===== src/adc_trig_ref_pkg.sv =====
// package: register map, field layout and select encodings of the trigger/reference control
package adc_trig_ref_pkg;
	localparam int          addr_w           = 4;
	localparam logic [3:0]  ctrl_reg_addr    = 4'h0;
	localparam int          data_w           = 32;
	localparam int          reg_w            = 8;
	localparam logic [7:0]  ctrl_reset_val   = 8'h00;
	localparam logic [7:0]  ctrl_write_mask  = 8'h8f;
	localparam int          trig_sel_bit     = 7;
	localparam int          pos_ref_lsb      = 2;
	localparam int          neg_ref_lsb      = 0;
	localparam logic [31:0] unmapped_rd_val  = 32'h0000_0000;
	// positive reference select codes
	localparam logic [1:0]  pref_supply      = 2'h0;
	localparam logic [1:0]  pref_ext_pin     = 2'h1;
	localparam logic [1:0]  pref_fixed_buf2  = 2'h2;
	localparam logic [1:0]  pref_reserved    = 2'h3;
	// negative reference select codes
	localparam logic [1:0]  nref_ground      = 2'h0;
	localparam logic [1:0]  nref_ext_pin     = 2'h1;
	// one-hot routing outputs
	localparam logic [2:0]  pos_sel_supply   = 3'h1;
	localparam logic [2:0]  pos_sel_ext      = 3'h2;
	localparam logic [2:0]  pos_sel_buf2     = 3'h4;
	localparam logic [1:0]  neg_sel_ground   = 2'h1;
	localparam logic [1:0]  neg_sel_ext      = 2'h2;
	// bus slave phases
	typedef enum logic [1:0] {
		bus_idle = 2'h1,
		bus_done = 2'h2
	} bus_state_t;
endpackage


===== src/ref_route_decode.sv =====
// reference and trigger routing decode of the control register fields
`timescale 1ns/1ps
`default_nettype none
module ref_route_decode
	import adc_trig_ref_pkg::*;
(
	input  wire logic [1:0] positive_reference_config_in, // positive reference code
	input  wire logic [1:0] negative_reference_config_in, // negative reference code
	input  wire logic       special_trigger_source_select_in, // trigger source bit
	input  wire logic       charge_time_unit_trig_in,     // trigger from charge-time unit
	input  wire logic       capture_compare_unit_five_trig_in, // trigger from ccp five
	output logic      [2:0] pos_sel_out,                  // one-hot positive routing
	output logic      [1:0] neg_sel_out,                  // one-hot negative routing
	output logic            special_trigger_out           // selected trigger
);
	wire logic pos_is_ext;
	wire logic pos_is_buf2;
	wire logic neg_is_ext;
	assign pos_is_ext  = (positive_reference_config_in == pref_ext_pin);
	assign pos_is_buf2 = (positive_reference_config_in == pref_fixed_buf2);
	// code 11 falls through to the supply like code 00
	assign pos_sel_out = pos_is_ext ? pos_sel_ext : (pos_is_buf2 ? pos_sel_buf2 : pos_sel_supply);
	assign neg_is_ext  = (negative_reference_config_in == nref_ext_pin);
	// codes 10 and 11 fall through to ground
	assign neg_sel_out = neg_is_ext ? neg_sel_ext : neg_sel_ground;
	assign special_trigger_out = special_trigger_source_select_in ? charge_time_unit_trig_in
		: capture_compare_unit_five_trig_in;
endmodule
`default_nettype wire


===== src/adc_trigger_reference_select.sv =====
// converter trigger source and reference select register with avalon-mm slave
// Function
// - bit 7: one picks charge-time unit trigger
// - positive ref: supply, external pin, buffer two
// - positive code 11 acts as supply
// - negative ref: ground or external pin
// - negative codes 10, 11 act as ground
//
// Local design decisions: the Avalon-MM slave port and the register addresses.
`timescale 1ns/1ps
`default_nettype none
module adc_trigger_reference_select
	import adc_trig_ref_pkg::*;
(
	input  wire logic                            core_clk_in,        // 10 MHz clock
	input  wire logic                            reset_n_in,         // async reset, active low
	input  wire logic                            clk_en_in,          // freezes all state when low
	input  wire logic [adc_trig_ref_pkg::addr_w-1:0] avs_address_in, // word address
	input  wire logic                            avs_read_in,        // read request
	input  wire logic                            avs_write_in,       // write request
	input  wire logic [3:0]                      avs_byteenable_in,  // byte enables
	input  wire logic [adc_trig_ref_pkg::data_w-1:0] avs_writedata_in, // write data
	output logic      [adc_trig_ref_pkg::data_w-1:0] avs_readdata_out, // read data
	output logic                                 avs_waitrequest_out, // stall
	input  wire logic                            charge_time_unit_trig_in, // trigger source one
	input  wire logic                            capture_compare_unit_five_trig_in, // source two
	output logic                                 special_trigger_out, // routed trigger
	output logic      [2:0]                      pos_ref_sel_out,    // supply/ext/buf2 one-hot
	output logic      [1:0]                      neg_ref_sel_out     // ground/ext one-hot
);
	import adc_trig_ref_pkg::*;

	logic [reg_w-1:0]  ctrl_ff;
	logic [reg_w-1:0]  nxt_ctrl;
	bus_state_t        bus_ff;
	bus_state_t        nxt_bus;
	logic [data_w-1:0] rdata_ff;
	logic [data_w-1:0] nxt_rdata;
	logic              trig_a_ff;
	logic              trig_b_ff;
	logic              trig_a2_ff;
	logic              trig_b2_ff;
	logic              trig_ff;
	logic [2:0]        pos_ff;
	logic [1:0]        neg_ff;
	wire logic [2:0]   pos_dec;
	wire logic [1:0]   neg_dec;
	wire logic         trig_dec;
	wire logic         req;
	wire logic         hit;
	wire logic         wr_take;
	wire logic [data_w-1:0] rd_word;

	assign req     = avs_read_in | avs_write_in;
	assign hit     = (avs_address_in == ctrl_reg_addr);
	// a write lands while the request is still held and waitrequest is low
	assign wr_take = clk_en_in && avs_write_in && hit && (bus_ff == bus_done) && avs_byteenable_in[0];
	// unimplemented bits masked off on write and read back as zero
	assign nxt_ctrl = wr_take ? (avs_writedata_in[reg_w-1:0] & ctrl_write_mask) : ctrl_ff;
	assign rd_word  = hit ? {{(data_w-reg_w){1'b0}}, ctrl_ff & ctrl_write_mask} : unmapped_rd_val;
	assign nxt_rdata = (bus_ff == bus_idle && avs_read_in) ? rd_word : rdata_ff;

	always_comb begin
		nxt_bus = bus_ff;
		unique case (bus_ff)
			bus_idle: begin
				if (req) begin
					nxt_bus = bus_done;
				end
			end
			bus_done: begin
				nxt_bus = bus_idle;
			end
			default: begin
				nxt_bus = bus_idle;
			end
		endcase
	end

	always_ff @(posedge core_clk_in or negedge reset_n_in) begin
		if (!reset_n_in) begin
			ctrl_ff  <= ctrl_reset_val;
			bus_ff   <= bus_idle;
			rdata_ff <= unmapped_rd_val;
		end else if (clk_en_in) begin
			ctrl_ff  <= nxt_ctrl;
			bus_ff   <= nxt_bus;
			rdata_ff <= nxt_rdata;
		end
	end

	// waitrequest is high except in the answer cycle
	always_ff @(posedge core_clk_in or negedge reset_n_in) begin
		if (!reset_n_in) begin
			avs_waitrequest_out <= 1'b1;
		end else if (clk_en_in) begin
			avs_waitrequest_out <= !(bus_ff == bus_idle && req);
		end
	end
	assign avs_readdata_out = rdata_ff;

	// trigger inputs come from other logic; synchronised in case of another clock
	always_ff @(posedge core_clk_in or negedge reset_n_in) begin
		if (!reset_n_in) begin
			trig_a_ff  <= 1'b0;
			trig_b_ff  <= 1'b0;
			trig_a2_ff <= 1'b0;
			trig_b2_ff <= 1'b0;
		end else if (clk_en_in) begin
			trig_a_ff  <= charge_time_unit_trig_in;
			trig_b_ff  <= capture_compare_unit_five_trig_in;
			trig_a2_ff <= trig_a_ff;
			trig_b2_ff <= trig_b_ff;
		end
	end

	ref_route_decode u_decode (
		.positive_reference_config_in      (ctrl_ff[pos_ref_lsb+1:pos_ref_lsb]),
		.negative_reference_config_in      (ctrl_ff[neg_ref_lsb+1:neg_ref_lsb]),
		.special_trigger_source_select_in  (ctrl_ff[trig_sel_bit]),
		.charge_time_unit_trig_in          (trig_a2_ff),
		.capture_compare_unit_five_trig_in (trig_b2_ff),
		.pos_sel_out                       (pos_dec),
		.neg_sel_out                       (neg_dec),
		.special_trigger_out               (trig_dec)
	);

	always_ff @(posedge core_clk_in or negedge reset_n_in) begin
		if (!reset_n_in) begin
			trig_ff <= 1'b0;
			pos_ff  <= pos_sel_supply;
			neg_ff  <= neg_sel_ground;
		end else if (clk_en_in) begin
			trig_ff <= trig_dec;
			pos_ff  <= pos_dec;
			neg_ff  <= neg_dec;
		end
	end
	assign special_trigger_out = trig_ff;
	assign pos_ref_sel_out     = pos_ff;
	assign neg_ref_sel_out     = neg_ff;
endmodule
`default_nettype wire


===== config.mk =====
export PLATFORM = sky130hd
export DESIGN_NAME = adc_trigger_reference_select
export DESIGN_NICKNAME = d
export VERILOG_FILES = /design/src/adc_trig_ref_pkg.sv /design/src/ref_route_decode.sv /design/src/adc_trigger_reference_select.sv
export SDC_FILE = /design/constraint.sdc
export NUM_CORES = 1
export LEC_CHECK = 0
export ABC_CLOCK_PERIOD_IN_PS = 3200
export BUFFER_PORTS_ARGS = -buffer_cell sky130_fd_sc_hd__buf_2
export CELL_PAD_IN_SITES_DETAIL_PLACEMENT = 0
export CELL_PAD_IN_SITES_GLOBAL_PLACEMENT = 1
export CORE_ASPECT_RATIO = 1.2
export CORE_MARGIN = 3
export CORE_UTILIZATION = 30
export CTS_CLUSTER_DIAMETER = 150
export DETAILED_ROUTE_END_ITERATION = 10
export PLACE_DENSITY = 0.84
export SLEW_MARGIN = 20
export SYNTH_ARGS = -nofsm -noshare
export SYNTH_HDL_FRONTEND = slang
export SYNTH_SLANG_ARGS = --single-unit

===== constraint.sdc =====
create_clock -name core_clk_in -period 3.2 [get_ports core_clk_in]
set_clock_uncertainty 0.2 [all_clocks]
set_input_delay 0.64 -clock core_clk_in [delete_from_list [all_inputs] [get_ports core_clk_in]]
set_output_delay 0.64 -clock core_clk_in [all_outputs]
set_load 0.1 [all_outputs]

# --- After elaboration in Yosys (flattened, before gate mapping) ---
# Cells that the tools add are included.
word_totals:
  ff_bits: 50
  input_bits: 47
  output_inout_bits: 39
  word_cells: 36
classes:
  eq_ne: 6
  mux: 7
  bitwise: 1
  n_reduce_logical: 11
ops:
  columns: ["cell", "count"]
  rows:
  - ["8-bit 2-to-1 mux", 1]
  - ["2-bit by 1-bit == test with 1-bit output (second input constant)", 3]
  - ["1-bit logical AND", 6]
  - ["2-bit 2-to-1 mux", 3]
  - ["3-bit 2-to-1 mux", 2]
  - ["2-bit AND reduction", 3]
  - ["2-bit == test (second input constant)", 2]
  - ["4-bit zero test", 1]
  - ["2-bit != test (second input constant)", 1]
  - ["1-bit zero test", 1]
  - ["1-bit 2-to-1 mux", 1]
  - ["1-bit bitwise OR", 1]

# --- Depth between registers and ports, before layout ---
logic_depth:
  ltp_word: 5
  mapped_depth: 5
  ltp_nobuf: 3

# --- Modules after synthesis ---
# Synthesis repeated with hierarchy kept, for this count alone.
hier_totals:
  cells_unflattened: 97
  area_unflattened_um2: 1193.6
modules_own_cells:
  columns: ["mod", "n_inst", "cells_per_inst", "area_per_inst_um2", "seq_area_each_um2"]
  rows:
  - ["adc_trigger_reference_select", 1, 88, 1118.6, 580.6]
  - ["ref_route_decode", 1, 9, 75.1, 0.0]

# --- Least setup slack after synthesis ---
# OpenSTA, ideal clock, no wires.
synth_timing:
  path_kind: "input to register"
  startpoint: "input port avs_address_in[1] (netlist bit)"
  endpoint: "register ctrl_ff[0]"
  setup_time_ns: 0.125
  t_arrival_ns: 1.936
  required_time_ns: 2.875
  setup_slack_ns: 0.938
  stages: 4
  n_path_buf: 1
  path_cell_list: "or4_4 -> or3_1 -> buf_6 -> mux2_4"
synth_via:
  elab_chain_len: 5
synth_lines:
  columns: ["item", "line_no", "rtl"]
  rows:
  - ["start: declaration", "adc_trigger_reference_select.sv:18", "input wire logic [adc_trig_ref_pkg::addr_w-1:0] avs_address_in,"]
  - ["4-bit zero test", "adc_trigger_reference_select.sv:55", "assign hit = (avs_address_in == ctrl_reg_addr);"]
  - ["1-bit logical AND (3 in series)", "adc_trigger_reference_select.sv:57", "assign wr_take = clk_en_in && avs_write_in && hit && (bus_ff == bus_done) && avs_byteenable_in[0];"]
  - ["2-bit AND reduction (no source line)", null, null]
  - ["end signal: assignment", "adc_trigger_reference_select.sv:82", "ctrl_ff <= ctrl_reset_val;"]
  - ["end signal: assignment", "adc_trigger_reference_select.sv:86", "ctrl_ff <= nxt_ctrl;"]
  - ["end: declaration", "adc_trigger_reference_select.sv:33", "logic [reg_w-1:0] ctrl_ff;"]
# Every way passes these cells.
# A chain may end at the register's enable or synchronous reset.

# --- Final worst setup path ---
layout_timing:
  startpoint: "input port avs_address_in[1] (netlist bit)"
  endpoint: "register ctrl_ff[1]"
# Same word-level chain as after synthesis.

==> results_dict.tcl <==
set metrics [dict create \
    post_synth_inst_count 96 \
    ys_async_sr_fraction_pct 100.0 \
    final.hold.worst_slack_ns 0.1360 \
    fp.dieArea_mm2 0.004651 \
    starting_density_pct 31.66 \
    run_status "finished clean" \
    synth-edff-count 0 \
    final_period_minus_worst_setup_slack_ns 2.171 \
    cts_made_buffers 3 \
    routed.top_layer "met3" \
    yosys_register_bits 23 \
    finalWorstSetupSlack_ns 1.029 \
    post_synth_instance_area_mm2 0.001160 \
    detailed_route_wirelength_on_metal3_um 169 \
    setup.worst_path.start_class "input port" \
    net-switching-power_w 0.0003348 \
    power.internal_w 0.0004407 \
    synth_area_leader_cell "dfrtp_1" \
    grt_start_max_net_pins 24 \
    worst_path_largest_cell_delay_ns 0.53 \
    post_synth.cell_area_avg_um2 12.08 \
    insertedDiodeCount 0 \
    drc 0 \
    synth_common_cells "27 x buf_4, 19 x dfrtp_1, 7 x mux2_2" \
    synth.area.top_cells "dfrtp_1 41%, buf_4 17%, dfstp_2 9.1%" \
    worst_ep_required_time_ns 3.15 \
    hold_violations 0 \
    critical_path_class "in -> reg" \
    layout-area-overhead-vs-synth_pct 11.00 \
    power_leakage_nw 0.6770 \
    antenna_violating_nets_remaining 0 \
    cts.reportedPaths.clkPinSlew_ns 0.08 \
    dp_hpwl_um 1672 \
    synth_sequential_area_ratio_pct 50.05 \
    synth_cell_types 22 \
    min_path_type "in -> async" \
    detail_route.first_pass.iterations 4 \
    grt_use_total_pct 9.370 \
    synth_most_common_cell "buf_4" \
    tightestPinTransition_ns 0.5020 \
    fmax_ghz 0.4607 \
    critPathMaxFanout 5 \
    slew_headroom_pct 66.53 \
    grt_overflow 0 \
    clock_path_buffers 2 \
    pwr-share-clk_pct 22.9 \
    unrepaired_setup_endpoints_after_global_routing "no" \
    post_route_cells_drive_above_1_share_pct 39.52 \
    cts.repair_timing.setup_buffer_count 0 \
    setup-violations-final 0 \
    first_global_vias 729 \
    critical_path.endpoint_type "flip-flop" \
    cts_repair_resize_count 0 \
    synth-main-ff-cell "dfrtp_1" \
    finish.utilization_pct 35.14 \
    grt_antenna_before_repair 0 \
    cts.hold.buffers_added 0 \
    synth-warning-count 0 \
    drt_iter0_drc 11 \
    path_cells "buf_2 -> or4_4 -> or3_1 -> mux2_4" \
    min_period_over_period_pct 67.83 \
    place.port_buffers 28 \
    switch_share_pct 43.17 \
    finalWirelength_um 2034 \
    root_buffer "clkbuf_8" \
    clock_tree_from_tritoncts "done" \
    placementRows 24 \
    die_width_um 62.76 \
    rrSetupSlack_ns 1.50 \
    via_per_inst 3.864 \
    routedLengthMet1_um 788 \
    synth_top_area_share_pct 40.99 \
    place_congestion 0.6594 \
    pin_count 86 \
    worst_ir_drop_vdd_mv 0.2577 \
    met2RoutedLength_um 1076 \
    maxSlewViolCount 0 \
    finalSetupTns_ns 0 \
    routedWlPerCell_um 11.56 \
    p_seq_share_pct 43.1 \
    share_comb_of_total_power_pct 33.9 \
    cts.sink_count 23 \
    critPathSlowestCell "or4_4" \
    cap_viol_max_count 0 \
    placement.setup.worst_slack_ns 0.7453 \
    h-tree-depth 1 \
    area_of_the_core_region_mm2 0.003664 \
    route.vias.total 680 \
    grt_pass1_wl_um 3443 \
    p_total_w 0.0007755 \
    worstPathArrival_ns 2.12 \
    worstSkewPairLatency_ns 0.26 \
    die-height_um 74.12 \
    power.density_cell_area_mw_per_mm2 602.3 \
    fin_nets 174 \
    worst-r2r-cell-count 3 \
]
-- cell families after synthesis --
family | synth area share, %
other cells | 0.3233
fa+ha+maj | 2.157
mux | 14.13
flops | 50.05
simple gates | 6.258
buf+inv | 20.71
compound gates | 6.365
-- state kept, by name, summed over array words and instances, names as in the netlist --
name / count
special_trigger_out: 1
bus_ff: 2
avs_readdata_out: 5
ctrl_ff: 5
neg_ref_sel_out: 2
pos_ref_sel_out: 3
trig_a2_ff: 1
trig_b2_ff: 1
trig_a_ff: 1
avs_waitrequest_out: 1
trig_b_ff: 1
-- worst max-delay path: cells and delay by family --
kind                   cells  cell delay (ns)
AND/OR/NAND/NOR            2             1.03
multiplexers               1             0.35
buffers and inverters      1             0.10
-- metrics by stage --
step           area [µm²]  cells
6_report             1287    176
5_1_grt              1287    176
4_1_cts              1287    176
3_5_place_dp         1241    172
3_3_place_gp         1241    172
2_1_floorplan        1257    122
-- final cells by class --
type / instances / area, µm²
inverter: 5 / 18.77
sequential: 23 / 580.6
timing repair buffer: 28 / 140.1
clock inverter: 1 / 5.005
tap: 52 / 65.06
fill: 393 / 2376
multi-input combinational: 64 / 436.7
clock buffer: 3 / 41.29
-- layout by cell type (no fill, tap or decap), drive strengths merged --
cell and count:
nor3b 1, mux2 12, ha 2, nor2 6, clkinv 1, dfrtp 19, buf 28, a21o 1
a21oi 1, o21ai 2, dfstp 4, nand3b 1, or4 1, mux2i 1, conb 27, o21a 1
or3 1, nand4b 2, clkbuf 3, inv 5, a22o 5
-- routing by layer --
layer	vias to the layer above	GRT usage, %
met5	-	0
met4	0	3.676
met3	0	2.568
met2	32	17.06
met1	330	10.54
li1	318	-
-- power by group through the flow --
stage          clock network [W]  registers (W)  logic, W
5_1_grt                 0.000200       0.000340  0.000274
3_3_place_gp                   0       0.000338  0.000261
3_5_place_dp                   0       0.000340  0.000265
2_1_floorplan                  0       0.000400  0.000198
4_1_cts                 0.000187       0.000335  0.000265
6_report                0.000178       0.000334  0.000263
-- final timing paths --
path,startpoint,end
worst max register to register,bus_ff[0]$_DFFE_PN1P_,ctrl_ff[1]$_DFFE_PN0P_
worst max-delay path,avs_address_in[1],ctrl_ff[1]$_DFFE_PN0P_
max in group asynchronous,reset_n_in,neg_ref_sel_out[0]$_DFFE_PN1P_
worst min-delay path,reset_n_in,avs_readdata_out[3]$_DFFE_PN0P_
min in group core_clk_in,avs_waitrequest_out$_DFFE_PN1P_,avs_waitrequest_out$_DFFE_PN1P_
worst min register to register,avs_waitrequest_out$_DFFE_PN1P_,avs_waitrequest_out$_DFFE_PN1P_
(Power assumes the default switching activity.)
